--- src/rtl/link_serializer_ctrl_pkg.sv ---
package link_serializer_ctrl_pkg;

	// ****************************************************************
	// Register map
	// ****************************************************************
	localparam logic [7:0] MASTER_SCL_HIGH_COUNT_ADDR        = 8'h18;
	localparam logic [7:0] MASTER_SCL_LOW_COUNT_ADDR         = 8'h19;
	localparam logic [7:0] DATAPATH_CONTROL_SECOND_ADDR      = 8'h1A;
	localparam logic [7:0] BACKCHANNEL_BIST_ERROR_COUNT_ADDR = 8'h1B;

	// ****************************************************************
	// Field positions and reset values
	// ****************************************************************
	localparam int         SECONDARY_AUDIO_BIT   = 3;
	localparam int         WIDE_PAYLOAD_BIT      = 1;
	localparam int         SURROUND_BIT          = 0;
	localparam logic [7:0] SCL_COUNT_RESET       = 8'h7F;
	localparam logic       WIDE_PAYLOAD_RESET    = 1'b0;
	localparam logic       SURROUND_RESET        = 1'b0;
	localparam logic [7:0] ERROR_COUNT_RESET     = 8'h00;
	localparam logic [7:0] ERROR_COUNT_MAX       = 8'hFF;
	localparam logic [7:0] READ_ZERO             = 8'h00;

	// ****************************************************************
	// Timing
	// ****************************************************************
	localparam int         CLK_FREQ_HZ           = 100_000_000;
	localparam int         OSC_NOMINAL_HZ        = 25_000_000;
	localparam int         OSC_DIV_CYCLES        = CLK_FREQ_HZ / OSC_NOMINAL_HZ;
	localparam logic [8:0] SCL_EXTRA_OSC_PERIODS = 9'h005;

	// ****************************************************************
	// States
	// ****************************************************************
	typedef enum logic [1:0] {
		SCL_IDLE,
		SCL_HIGH,
		SCL_LOW
	} scl_state_t;

	typedef enum logic [1:0] {
		SETUP_IDLE,
		SETUP_WAIT,
		SETUP_RELEASE
	} setup_state_t;

endpackage

--- src/rtl/link_serializer_ctrl_regs.sv ---
`timescale 1ns/1ps
module link_serializer_ctrl_regs #(
	parameter int NUM_PORTS = 2
) (
	input  wire logic       clk_in,
	input  wire logic       reset_n_in,
	input  wire logic [7:0] reg_addr_in,
	input  wire logic       reg_write_in,
	input  wire logic [7:0] reg_write_data_in,
	input  wire logic       reg_read_in,
	output logic      [7:0] reg_read_data_out,
	output logic            reg_read_valid_out,
	input  wire logic       master_enable_in,
	output logic            master_scl_out,
	output logic            master_scl_oe_n_out,
	input  wire logic       slave_data_presented_in,
	output logic            slave_scl_release_out,
	input  wire logic       aux_audio_enable_in,
	output logic            wide_payload_mode_out,
	input  wire logic       repeater_mode_in,
	input  wire logic       inband_surround_in,
	output logic            surround_audio_out,
	output logic            data_island_transport_out,
	input  wire logic       bist_enable_in,
	input  wire logic       error_count_clear_in,
	input  wire logic       second_port_select_in,
	input  wire logic [1:0] backchannel_crc_error_in
);

	// ****************************************************************
	// Oscillator tick divider
	// ****************************************************************
	localparam int DIV_W = $clog2(link_serializer_ctrl_pkg::OSC_DIV_CYCLES);

	logic [DIV_W-1:0] div_q;
	logic [DIV_W-1:0] div_d;
	logic             osc_tick;

	always_comb begin
		osc_tick = (div_q == DIV_W'(link_serializer_ctrl_pkg::OSC_DIV_CYCLES - 1));
		div_d    = osc_tick ? '0 : div_q + DIV_W'(1);
	end

	always_ff @(posedge clk_in) begin
		if (!reset_n_in) begin
			div_q <= '0;
		end else begin
			div_q <= div_d;
		end
	end

	// ****************************************************************
	// Register file
	// ****************************************************************
	logic [7:0] scl_high_q;
	logic [7:0] scl_high_d;
	logic [7:0] scl_low_q;
	logic [7:0] scl_low_d;
	logic       wide_q;
	logic       wide_d;
	logic       surround_q;
	logic       surround_d;
	logic       surround_eff_q;
	logic       surround_eff_d;
	logic [7:0] rdata_q;
	logic [7:0] rdata_d;
	logic       rvalid_q;
	logic [7:0] err_count_q [NUM_PORTS];
	logic [7:0] err_count_d [NUM_PORTS];
	logic [7:0] err_selected;

	always_comb begin
		scl_high_d     = scl_high_q;
		scl_low_d      = scl_low_q;
		wide_d         = wide_q;
		surround_d     = surround_q;
		if (reg_write_in) begin
			case (reg_addr_in)
				link_serializer_ctrl_pkg::MASTER_SCL_HIGH_COUNT_ADDR: begin
					scl_high_d = reg_write_data_in;
				end
				link_serializer_ctrl_pkg::MASTER_SCL_LOW_COUNT_ADDR: begin
					scl_low_d = reg_write_data_in;
				end
				link_serializer_ctrl_pkg::DATAPATH_CONTROL_SECOND_ADDR: begin
					// Only the two writable bits land; the status bit ignores writes
					wide_d     = reg_write_data_in[link_serializer_ctrl_pkg::WIDE_PAYLOAD_BIT];
					surround_d = reg_write_data_in[link_serializer_ctrl_pkg::SURROUND_BIT];
				end
				default: begin
					scl_high_d = scl_high_q;
				end
			endcase
		end
		// A repeater follows the in-band detection, not the written bit
		surround_eff_d = repeater_mode_in ? inband_surround_in : surround_d;
	end

	always_comb begin
		err_selected = err_count_q[0];
		if (second_port_select_in && NUM_PORTS > 1) begin
			err_selected = err_count_q[NUM_PORTS-1];
		end
		rdata_d = rdata_q;
		if (reg_read_in) begin
			case (reg_addr_in)
				link_serializer_ctrl_pkg::MASTER_SCL_HIGH_COUNT_ADDR: begin
					rdata_d = scl_high_q;
				end
				link_serializer_ctrl_pkg::MASTER_SCL_LOW_COUNT_ADDR: begin
					rdata_d = scl_low_q;
				end
				link_serializer_ctrl_pkg::DATAPATH_CONTROL_SECOND_ADDR: begin
					rdata_d = link_serializer_ctrl_pkg::READ_ZERO;
					rdata_d[link_serializer_ctrl_pkg::SECONDARY_AUDIO_BIT] = aux_audio_enable_in;
					rdata_d[link_serializer_ctrl_pkg::WIDE_PAYLOAD_BIT]    = wide_q;
					rdata_d[link_serializer_ctrl_pkg::SURROUND_BIT]        = surround_q;
				end
				link_serializer_ctrl_pkg::BACKCHANNEL_BIST_ERROR_COUNT_ADDR: begin
					rdata_d = err_selected;
				end
				default: begin
					rdata_d = link_serializer_ctrl_pkg::READ_ZERO;
				end
			endcase
		end
	end

	always_ff @(posedge clk_in) begin
		if (!reset_n_in) begin
			scl_high_q     <= link_serializer_ctrl_pkg::SCL_COUNT_RESET;
			scl_low_q      <= link_serializer_ctrl_pkg::SCL_COUNT_RESET;
			wide_q         <= link_serializer_ctrl_pkg::WIDE_PAYLOAD_RESET;
			surround_q     <= link_serializer_ctrl_pkg::SURROUND_RESET;
			surround_eff_q <= link_serializer_ctrl_pkg::SURROUND_RESET;
			rdata_q        <= link_serializer_ctrl_pkg::READ_ZERO;
			rvalid_q       <= 1'b0;
		end else begin
			scl_high_q     <= scl_high_d;
			scl_low_q      <= scl_low_d;
			wide_q         <= wide_d;
			surround_q     <= surround_d;
			surround_eff_q <= surround_eff_d;
			rdata_q        <= rdata_d;
			rvalid_q       <= reg_read_in;
		end
	end

	// ****************************************************************
	// BIST back-channel error counters
	// ****************************************************************
	logic bist_q;
	logic bist_start;

	always_comb begin
		bist_start = bist_enable_in && !bist_q;
	end

	genvar p;
	generate
		for (p = 0; p < NUM_PORTS; p++) begin : g_err
			always_comb begin
				err_count_d[p] = err_count_q[p];
				if (bist_start || error_count_clear_in) begin
					err_count_d[p] = link_serializer_ctrl_pkg::ERROR_COUNT_RESET;
				end
				// An error in the clearing cycle still counts, so none is lost
				if (bist_enable_in && backchannel_crc_error_in[p]) begin
					if (err_count_d[p] != link_serializer_ctrl_pkg::ERROR_COUNT_MAX) begin
						err_count_d[p] = err_count_d[p] + 8'h01;
					end
				end
			end

			always_ff @(posedge clk_in) begin
				if (!reset_n_in) begin
					err_count_q[p] <= link_serializer_ctrl_pkg::ERROR_COUNT_RESET;
				end else begin
					err_count_q[p] <= err_count_d[p];
				end
			end
		end
	endgenerate

	always_ff @(posedge clk_in) begin
		if (!reset_n_in) begin
			bist_q <= 1'b0;
		end else begin
			bist_q <= bist_enable_in;
		end
	end

	// ****************************************************************
	// Master SCL generator
	// ****************************************************************
	link_serializer_ctrl_pkg::scl_state_t scl_state_q;
	link_serializer_ctrl_pkg::scl_state_t scl_state_d;
	logic [8:0] scl_cnt_q;
	logic [8:0] scl_cnt_d;
	logic [8:0] high_limit;
	logic [8:0] low_limit;
	logic       scl_oe_n_d;
	logic       scl_oe_n_q;

	always_comb begin
		high_limit      = {1'b0, scl_high_q} + link_serializer_ctrl_pkg::SCL_EXTRA_OSC_PERIODS;
		low_limit       = {1'b0, scl_low_q} + link_serializer_ctrl_pkg::SCL_EXTRA_OSC_PERIODS;
		scl_state_d     = scl_state_q;
		scl_cnt_d       = scl_cnt_q;
		case (scl_state_q)
			link_serializer_ctrl_pkg::SCL_IDLE: begin
				scl_cnt_d = '0;
				if (master_enable_in) begin
					scl_state_d = link_serializer_ctrl_pkg::SCL_HIGH;
				end
			end
			link_serializer_ctrl_pkg::SCL_HIGH: begin
				if (osc_tick) begin
					scl_cnt_d = scl_cnt_q + 9'h001;
					if (scl_cnt_d >= high_limit) begin
						scl_cnt_d   = '0;
						scl_state_d = master_enable_in ? link_serializer_ctrl_pkg::SCL_LOW
							: link_serializer_ctrl_pkg::SCL_IDLE;
					end
				end
			end
			link_serializer_ctrl_pkg::SCL_LOW: begin
				// Low phase always completes so the bus never sees a runt pulse
				if (osc_tick) begin
					scl_cnt_d = scl_cnt_q + 9'h001;
					if (scl_cnt_d >= low_limit) begin
						scl_cnt_d   = '0;
						scl_state_d = link_serializer_ctrl_pkg::SCL_HIGH;
					end
				end
			end
			default: begin
				scl_state_d = link_serializer_ctrl_pkg::SCL_IDLE;
				scl_cnt_d   = '0;
			end
		endcase
		scl_oe_n_d      = (scl_state_d != link_serializer_ctrl_pkg::SCL_LOW);
	end

	always_ff @(posedge clk_in) begin
		if (!reset_n_in) begin
			scl_state_q     <= link_serializer_ctrl_pkg::SCL_IDLE;
			scl_cnt_q       <= '0;
			scl_oe_n_q      <= 1'b1;
		end else begin
			scl_state_q     <= scl_state_d;
			scl_cnt_q       <= scl_cnt_d;
			scl_oe_n_q      <= scl_oe_n_d;
		end
	end

	// ****************************************************************
	// Slave SDA setup before SCL release
	// ****************************************************************
	link_serializer_ctrl_pkg::setup_state_t setup_state_q;
	link_serializer_ctrl_pkg::setup_state_t setup_state_d;
	logic [8:0] setup_cnt_q;
	logic [8:0] setup_cnt_d;
	logic       release_q;

	always_comb begin
		setup_state_d = setup_state_q;
		setup_cnt_d   = setup_cnt_q;
		case (setup_state_q)
			link_serializer_ctrl_pkg::SETUP_IDLE: begin
				setup_cnt_d = '0;
				if (slave_data_presented_in) begin
					setup_state_d = link_serializer_ctrl_pkg::SETUP_WAIT;
				end
			end
			link_serializer_ctrl_pkg::SETUP_WAIT: begin
				if (osc_tick) begin
					setup_cnt_d = setup_cnt_q + 9'h001;
					if (setup_cnt_d > low_limit) begin // Extra tick covers a partial first tick
						setup_state_d = link_serializer_ctrl_pkg::SETUP_RELEASE;
					end
				end
			end
			link_serializer_ctrl_pkg::SETUP_RELEASE: begin
				setup_cnt_d   = '0;
				setup_state_d = link_serializer_ctrl_pkg::SETUP_IDLE;
			end
			default: begin
				setup_state_d = link_serializer_ctrl_pkg::SETUP_IDLE;
				setup_cnt_d   = '0;
			end
		endcase
	end

	always_ff @(posedge clk_in) begin
		if (!reset_n_in) begin
			setup_state_q <= link_serializer_ctrl_pkg::SETUP_IDLE;
			setup_cnt_q   <= '0;
			release_q     <= 1'b0;
		end else begin
			setup_state_q <= setup_state_d;
			setup_cnt_q   <= setup_cnt_d;
			release_q     <= (setup_state_d == link_serializer_ctrl_pkg::SETUP_RELEASE);
		end
	end

	// ****************************************************************
	// Outputs
	// ****************************************************************
	always_comb begin
		reg_read_data_out         = rdata_q;
		reg_read_valid_out        = rvalid_q;
		master_scl_out            = 1'b0;
		master_scl_oe_n_out       = scl_oe_n_q;
		slave_scl_release_out     = release_q;
		wide_payload_mode_out     = wide_q;
		surround_audio_out        = surround_eff_q;
		data_island_transport_out = surround_eff_q;
	end

endmodule

--- config.mk ---
export PLATFORM = sky130hd
export DESIGN_NAME = link_serializer_ctrl_regs
export DESIGN_NICKNAME = d
export VERILOG_FILES = /design/src/rtl/link_serializer_ctrl_pkg.sv /design/src/rtl/link_serializer_ctrl_regs.sv
export SDC_FILE = /design/constraint.sdc
export NUM_CORES = 1
export LEC_CHECK = 0
export BUFFER_PORTS_ARGS = -buffer_cell sky130_fd_sc_hd__clkbuf_2
export CORE_MARGIN = 2
export CORE_UTILIZATION = 54
export CTS_CLUSTER_DIAMETER = 50
export DETAILED_ROUTE_END_ITERATION = 8
export GPL_ROUTABILITY_DRIVEN = 0
export PLACE_DENSITY = 0.85
export SETUP_SLACK_MARGIN = 0.05
export SLEW_MARGIN = 40
export SYNTH_ARGS = -nofsm -noshare
export SYNTH_HDL_FRONTEND = slang
export SYNTH_SLANG_ARGS = --single-unit
--- constraint.sdc ---
create_clock -name clk_in -period 2.85 [get_ports clk_in]
set_input_delay 0.4275 -clock clk_in [delete_from_list [all_inputs] [get_ports clk_in]]
set_output_delay 0.4275 -clock clk_in [all_outputs]
set_load 0.05 [all_outputs]
* Word-level counts from Yosys, hierarchy flattened
Memory sizes are Yosys's and may differ from the RTL's. Index checks and enable logic that the tools add are counted.
Operators by class: multiply operators 0, $lt $le $gt $ge 3, add/sub/neg operators 7, equal/unequal tests 14, shift-type cells 0, mux-type cells 31, reductions and logical operators 13, bitwise operators 3, div/mod/pow operators 0
Operators by type and width (number):
- $mux W8 | 9
- $mux W9 | 4
- $eq A8 B5 Y1 const B | 4
- $pmux W8 S4 | 1
- $add A8 B3 Y9 const B | 2
- $add A9 B1 Y9 const B | 2
- $ge A9 B9 Y1 | 2
- $mux W2 | 9
- $pmux W9 S2 | 1
- $add A8 B1 Y8 const B | 2
- $ne A8 B8 Y1 const B | 2
- $reduce_and A2 Y1 | 5
- $gt A9 B9 Y1 | 1
- $eq A2 B2 Y1 const B | 3
- $ne A2 B2 Y1 const B | 3
- $pmux W2 S3 | 1
- $mux W1 | 5
- $eq A2 B1 Y1 const B | 2
- $logic_not A2 Y1 | 2
- $pmux W2 S2 | 1
- $logic_and A1 B1 Y1 | 3
- $add A2 B1 Y2 const B | 1
- $or A1 B1 Y1 | 2
- $reduce_or A2 Y1 | 1
- 3 further kinds | 3
Storage, ports and cells: input port bits 30, memories kept 1, output and inout port bits 15, latch bits 0, register bits 55, bits in read-only memories 0, logic and storage cells 87, bits in writable memories 16
Memory list:
- err_count_q | depth 2, width 8, rd ports 2, clocked after memory_dff 0, write ports 2, RTL line link_serializer_ctrl_regs.sv:68 | logic [7:0] err_count_q [NUM_PORTS];

* Depth between registers and ports, before layout
Gate-level depths: netlist of run 1.
depth after elaboration 8, depth in mapped cells 13, gate-level depth less buffers 12

* Worst setup path before layout of run 1
Ideal clock, no wire load.
kind flip-flop to flip-flop, from reg scl_cnt_q[0], to reg scl_oe_n_q (netlist: master_scl_oe_n_out), path buffers 0, clock period less this slack 2.917 ns, setup slack -0.067 ns, stages on the path, launching flop included 12, arrival time 2.797 ns, library setup time 0.120 ns, required time 2.730 ns, cell sequence dfxtp_1 -> ha_1 -> and3_1 -> a31oi_1 -> or2_2 -> ha_1 -> a2111oi_0 -> o21ai_0 -> o211ai_1 -> or2_2 -> a21oi_1 -> a211o_1
Between the ends: word-level cells in the longest chain between the ends 6, elaborated cells on any way between the ends 9, classes of those cells add/sub: 1; order compare: 2; eq/ne: 1; mux: 5
Ends and longest elaborated chain:
- from (decl) | RTL line link_serializer_ctrl_regs.sv:198 | logic [8:0] scl_cnt_q;
- from (signal assigned) | RTL line link_serializer_ctrl_regs.sv:252 | scl_cnt_q <= scl_cnt_d;
- $add A9 B1 Y9 * | RTL line link_serializer_ctrl_regs.sv:219, link_serializer_ctrl_regs.sv:230
- $ge A9 B9 Y1, on equally long branches | RTL line link_serializer_ctrl_regs.sv:231, link_serializer_ctrl_regs.sv:220
- $mux W2, on equally long branches | RTL line link_serializer_ctrl_regs.sv:231, link_serializer_ctrl_regs.sv:220
- $mux W2, on equally long branches | RTL line link_serializer_ctrl_regs.sv:229, link_serializer_ctrl_regs.sv:218
- $pmux W2 S3 * | RTL line link_serializer_ctrl_regs.sv:210 | case (scl_state_q)
- $ne A2 B2 Y1 * | RTL line link_serializer_ctrl_regs.sv:242 | scl_oe_n_d = (scl_state_d != link_serializer_ctrl_pkg::SCL_LOW);
- to (signal assigned) | RTL line link_serializer_ctrl_regs.sv:253 | scl_oe_n_q <= scl_oe_n_d;
- to (decl) | RTL line link_serializer_ctrl_regs.sv:203 | logic scl_oe_n_q;
Mark *: on every way between the ends. The rest lies on a longest branch, timed or not. A chain may end at the register's enable or synchronous reset.

* Final worst setup path of run 1
from reg scl_low_q[0], to reg scl_cnt_q[1]
Between the ends: word-level cells in the longest chain between the ends 5
Ends and longest elaborated chain:
- from (decl) | RTL line link_serializer_ctrl_regs.sv:57 | logic [7:0] scl_low_q;
- from (signal assigned) | RTL line link_serializer_ctrl_regs.sv:132 | scl_low_q <= link_serializer_ctrl_pkg::SCL_COUNT_RESET;
- from (signal assigned) | RTL line link_serializer_ctrl_regs.sv:140 | scl_low_q <= scl_low_d;
- $add A8 B3 Y9 | RTL line link_serializer_ctrl_regs.sv:207 | low_limit = {1'b0, scl_low_q} + link_serializer_ctrl_pkg::SCL_EXTRA_OSC_PERIODS;
- $ge A9 B9 Y1 | RTL line link_serializer_ctrl_regs.sv:231 | if (scl_cnt_d >= low_limit) begin
- $mux W9 | RTL line link_serializer_ctrl_regs.sv:231
- $mux W9 | RTL line link_serializer_ctrl_regs.sv:229 | if (osc_tick) begin
- $pmux W9 S2 | RTL line link_serializer_ctrl_regs.sv:210
No other way between the ends. The select of a mux whose other input is x is not followed.

==> impl_metrics.csv, run 1 <==
group,metric,value,unit
status,status,"complete, no violations",
cts,htreeDepth,3,
synthesis,synth_most_common_cell,"dfxtp_1",
synthesis,synth_area_per_cell,8.53,um2
hold_path,hp-start,"reg_write_data_in[2]",
final_layout,syn2layout_area_growth,16.3,%
route,first_iter_violations,210,
hold_path,holdPathEnd,"scl_low_q[2]$_SDFFE_PN1P_",
synthesis,ys.flop_type,"dfxtp_1",
route,route.top_layer_used,"met4",
pwr,power,2040,uW
route,wl_per_cell,15.4,um
worst_setup_path,crit_required,3.13,ns
pwr,power_density,403,nW/um2
worst_setup_path,startpoint_type,"flop",
synthesis,yosysSeqAreaShare,0.327,
worst_setup_path,r2r.worst_path.cells,11,
cts,numCtsBuffers,9,
synthesis,ys_ff_latch,71,
place,dp_hpwl,7580,um
cts,ctsHoldBuffers,0,
synthesis,yosysWarnings,0,
route,met3_length,506,um
pwr,pwr-share-seq,0.495,
pwr,switching_share,0.240,
job,cap_violations,0,
route,avgViaCountPerCell,5.79,
final_layout,layout.nets,623,
sta,rsz0062_at_grt,"true",
synthesis,yosys.area.top_type,"dfxtp_1",
die,initial_core_util,0.560,
cts,cts.clk_slew.worst_paths,0.08,ns
sta,max_freq,366,MHz
grt,grt_overflow,0,
worst_setup_path,cp-end-kind,"flop",
die,chipHeight,93.7,um
grt,antenna_found_initial,0,
synthesis,synth_top_area_frac,0.327,
route,wl,10300,um
grt,grt_max_degree,30,
synthesis,async_flop_share,0,
synthesis,ys_top_cells_by_count,"dfxtp_1, nand2_1, nor2_1, ha_1, mux2i_1",
die,core-area,7770,um2
cts,cts-root-buf,"clkbuf_8",
worst_setup_path,r2r_start,"scl_low_q[0]$_SDFFE_PN1P_",
route,wl_met2,4930,um
sta,worst_pin_slew,0.675,ns
pwr,max-vdd-ir-drop,0.305,mV
synthesis,syn_nets,574,
sta,finalHoldViolCount,0,
synthesis,synth_cell_types,56,
cts,clock_sinks,71,
worst_setup_path,r2r_slack,0.12,ns
pwr,pwr-share-clk,0.429,
sta,drv_slew,0,
grt,grt_use_total,0.238,
route,wirelength_met1,4690,um
synthesis,yosys-top-cells-area,"dfxtp_1, ha_1, mux2i_1, xor2_1, nand2_1",
synthesis,synth_area,4350,um2
grt,grt_pass1_vias,3566,
sta,min_period,2.73,ns
route,ant_nets,0,
cts,tritoncts,"done",
synthesis,synth_edf_count,0,
synthesis,syn-instance-count,510,
worst_setup_path,critPathArrivalTime,3.01,ns
worst_setup_path,r2r_end,"scl_cnt_q[1]$_SDFFE_PN0P_",
die,io_pins,45,
hold_path,hold_depth,3,
place,io_buffer_count,43,
cts,clockBufferDepth,2,
grt,grt_pass1_wl,16600,um
cts,clk_latency,0.36,ns
die,die_x,93.7,um
sta,maxSlewHeadroom,0.538,
die,rows,32,
hold_path,hp-class,"in2reg",
sta,whs,0.297,ns
pwr,internal_power,1550,uW
sta,post-route-period-util,0.958,
route,vias,3853,
pwr,p_leak,0.00217,uW
route,drc,0,
pwr,pwr-share-comb,0.076,
worst_setup_path,path_class,"reg2reg",
sta,setup_viol,0,
final_layout,drive_gt1_frac,0.202,
worst_setup_path,cp-startpoint,"scl_low_q[0]$_SDFFE_PN1P_",
final_layout,num_antenna_cells,0,
worst_setup_path,path_max_fanout,6,
sta,skew,0.0102,ns
pwr,p_sw,490,uW
route,first_pass_iters,5,
die,die_area,8790,um2
power by group through the flow:
stage	clock network, uW	registers, uW	logic [uW]
floorplan	0	1040	96.2
global placement	0	1030	147
global route	930	1010	171
finish	875	1010	155
detailed placement	0	1030	152
CTS	883	1010	153
worst max-delay path by stage:
stage	end	slack [ns]	cells past startpoint
2_1_floorplan	master_scl_oe_n_out$_SDFF_PN1_	0.05	11
3_3_place_gp	master_scl_oe_n_out$_SDFF_PN1_	0.01	11
3_5_place_dp	master_scl_oe_n_out$_SDFF_PN1_	-0.05	11
4_1_cts	scl_cnt_q[1]$_SDFFE_PN0P_	0.10	11
5_1_grt	master_scl_oe_n_out$_SDFF_PN1_	0.03	11
6_report	scl_cnt_q[1]$_SDFFE_PN0P_	0.12	11
sequential cells by signal (all words and copies together), names as in the netlist, 2 cells and up:
register           flops
err_count_q           16
scl_cnt_q              9
setup_cnt_q            9
reg_read_data_out      8
scl_high_q             8
scl_low_q              8
div_q                  2
scl_state_q            2
setup_state_q          2
what timing repair did:
item	CTS	global route
setup buffers	0	1
cloned	0	0
gates resized for setup	4	25
pin swaps	1	10
endpoints found under the setup margin	9	13
stage by stage:
stage	setup TNS [ns]	util	setup slack, ns	std cells	instance area [um2]
4_1_cts	0	0.638	0.103	664	4950
3_3_place_gp	0	0.609	0.0106	649	4730
2_1_floorplan	0	-	0.0520	510	4370
3_5_place_dp	-0.0460	0.609	-0.0460	649	4730
6_report	0	0.651	0.120	665	5060
5_1_grt	0	0.651	0.0259	665	5060
cell usage in the layout, fill, tap and decap left out, drive strengths merged, types with 9 or more instances in the layout:
cell,Yosys,final
a21oi,28,28
and2,9,9
and3,13,13
buf,7,13
clkbuf,11,55
dfxtp,71,71
ha,34,34
inv,15,15
mux2i,30,30
nand2,54,54
nand3,23,23
nand4,12,12
nor2,54,54
nor2b,10,10
nor3,11,11
o21ai,20,20
xnor2,15,15
xor2,29,29
critical path: stages (launching register included):
cell and delay (ns):
dfxtp_1 0.32, buf_4 0.15, a21oi_2 0.24, xor2_1 0.32
ha_1 0.30, o21ai_0 0.21, nand2b_1 0.09, a31oi_2 0.22
a221oi_4 0.12, nor3_4 0.34, nor2_1 0.17, o21ai_1 0.15
layout make-up:
class	instances	area (um2)
timing repair buffer	56	317
inverter	15	56.3
sequential	71	1430
clock buffer	12	135
multi-input combinational	406	2920
fill	629	2710
tap	102	128
clock inverter	3	68.8
cells by family after synthesis:
logic type / after synthesis / share of synthesized area
AND/OR/NAND/NOR: 207 / 0.236
XOR/XNOR: 44 / 0.0886
other: 1 / 0.000862
multiplexers: 36 / 0.0923
adder cells (fa/ha/maj): 35 / 0.100
AO/OA/AOI/OAI: 83 / 0.125
buffers and inverters: 33 / 0.0305
flip-flops: 71 / 0.327
per-layer routing:
layer,GRT usage,vias up
met1,0.326,1832
met3,0.0522,13
li1,-,1900
met5,0,-
met2,0.374,108
met4,0.0773,0
No activity file was read; power rests on OpenSTA's default activity.
==> run 2: changes to the inputs <==
- CELL_PAD_IN_SITES_DETAIL_PLACEMENT: not set -> 0
- CELL_PAD_IN_SITES_GLOBAL_PLACEMENT: not set -> 1
- CORE_UTILIZATION: 54 -> 41
- SETUP_SLACK_MARGIN: 0.05 -> 0.2
==> run 2 against run 1 <==
  * Sequential share of layout area fell by 0.83 points
  * Clock skew rose by 0.00074 ns
  * Register-to-register slack improved by 0.04 ns
  * Via count fell by 1.1%
  * First-iteration DRC count fell by 12%
  * Wire length rose by 8.2%
  * Critical path depth rose by 1
  * Global-route usage fell by 4.3 points
  * Non-clock buffer count rose by 10
  * Cell count rose by 6.8%
  * Clock-buffer cell count fell by 2
  * Critical path type unchanged
  * Critical endpoint is now master_scl_oe_n_out$_SDFF_PN1_
  * Largest power group unchanged
==> impl_metrics.csv, run 2 (same netlist as run 1, synthesis figures left out) <==
group,metric,value,unit
cts,cts.clk_slew.worst_paths,0.09,ns
pwr,power_density,400,nW/um2
cts,htreeDepth,3,
sta,worst_pin_slew,0.645,ns
place,postPlaceCellArea,4820,um2
final_layout,finalInstanceArea,5260,um2
worst_setup_path,r2r.worst_path.cells,12,
cts,clockBufferDepth,2,
route,drc,0,
die,io_pins,45,
final_layout,largest_reg_flops,16,
route,wl_per_cell,15.7,um
sta,post-route-period-util,0.943,
sta,finalHoldViolCount,0,
sta,tns,0,ns
worst_setup_path,startpoint_type,"flop",
final_layout,largest_register,"err_count_q",
die,chipHeight,107,um
route,vias,3811,
final_layout,mostFrequentLayoutCells,"dfxtp_1, nand2_1, nor2_1",
route,first_pass_iters,4,
pwr,max-vdd-ir-drop,0.274,mV
final_layout,layout.nets,633,
route,ant_nets,0,
sta,maxSlewHeadroom,0.559,
die,core-area,10300,um2
place,dp_hpwl,8000,um
sta,skew,0.0110,ns
worst_setup_path,path_max_fanout,4,
job,cap_violations,0,
grt,antenna_found_initial,0,
die,initial_core_util,0.421,
grt,grt_overflow,0,
sta,min_period,2.69,ns
worst_setup_path,crit_required,3.10,ns
grt,grt_max_degree,30,
cts,tritoncts,"done",
final_layout,num_antenna_cells,0,
hold_path,hp-class,"in2reg",
cts,clk_latency,0.36,ns
die,die_area,11400,um2
grt,grt_pass1_vias,3628,
sta,drv_slew,0,
final_layout,top_regs,"err_count_q (16), scl_cnt_q (9), setup_cnt_q (9)",
die,rows,37,
hold_path,hold_depth,3,
final_layout,drive_gt1_frac,0.247,
status,status,"complete, no violations",
sta,rsz0062_at_grt,"true",
place,io_buffer_count,43,
route,wl,11100,um
route,avgViaCountPerCell,5.37,
worst_setup_path,cp-end-kind,"flop",
final_layout,final_common_cell,"dfxtp_1",
die,die_x,107,um
pwr,p_leak,0.00224,uW
cts,clock_sinks,71,
worst_setup_path,path_class,"reg2reg",
grt,grt_use_total,0.195,
sta,setup_viol,0,
sta,max_freq,372,MHz
route,first_iter_violations,185,
final_layout,syn2layout_area_growth,21.0,%
cts,cts-root-buf,"clkbuf_8",
cts,numCtsBuffers,9,
grt,grt_pass1_wl,17600,um
worst_setup_path,critPathArrivalTime,2.94,ns
## run 2: cell types whose count changed in the layout (fill, tap and decap cells not counted), sizes merged
cell and change:
buf +10, clkbuf -2, clkinvlp +2, inv +1
## run 2: metrics by stage
step	cells	hold WS [ns]	setup WS (ns)	util	total power (uW)
6_report	710	0.307	0.163	0.510	2110
4_1_cts	708	0.307	0.198	0.499	2110
5_1_grt	710	0.313	0.109	0.510	2180
2_1_floorplan	510	0.404	0.219	-	1130
3_5_place_dp	685	0.424	0.0674	0.466	1190
3_3_place_gp	685	0.413	0.130	0.466	1190
## run 2: final cells by class
cell class	instances	area (um2)
Sequential cell	71	1440
Fill cell	960	5060
Inverter	15	56.3
Multi-Input combinational cell	406	2980
Clock buffer	10	128
Clock inverter	6	92.6
Timing Repair Buffer	66	388
Tap cell	136	170
## run 2: worst paths after layout
path                                                 from                                   end  slack (ns)
worst max-delay path            scl_cnt_q[1]$_SDFFE_PN0P_        master_scl_oe_n_out$_SDFF_PN1_        0.16
worst min-delay path                   inband_surround_in  data_island_transport_out$_SDFF_PN0_        0.31
worst max register to register  scl_cnt_q[1]$_SDFFE_PN0P_        master_scl_oe_n_out$_SDFF_PN1_        0.16
worst min register to register        div_q[0]$_SDFF_PP0_                   div_q[0]$_SDFF_PP0_        0.43
## run 2: critical path: stages, from the launching register on
cell and delay, ns:
dfxtp_4 0.38, ha_4 0.15, and3_4 0.20, a31oi_4 0.09
or2_4 0.27, ha_4 0.29, nand4_1 0.12, a21oi_2 0.19
o211ai_1 0.13, buf_4 0.16, a211oi_2 0.19, o32ai_2 0.11
a211o_1 0.27
## run 2: timing repair
| action | in CTS | in global routing |
|---|---|---|
| buffers inserted | 7 | 2 |
| endpoints found under the setup margin | 15 | 15 |
| pin swaps | 7 | 19 |
| hold buffers | 0 | 0 |
| resized for setup | 17 | 26 |
## run 2: report_power, final
| part | internal (uW) | switching, uW | total, uW |
|---|---|---|---|
| Clock | 498 | 437 | 935 |
| Sequential | 1000 | 7.40 | 1010 |
| Combinational | 61.5 | 103 | 164 |
## run 2: per-layer routing
layer | track usage | part of all wire | vias to the layer above
li1 | - | - | 1917
met1 | 0.264 | 0.48 | 1802
met2 | 0.316 | 0.47 | 72
met3 | 0.0274 | 0.030 | 20
met4 | 0.0705 | 0.018 | 0
met5 | 0 | 0 | -
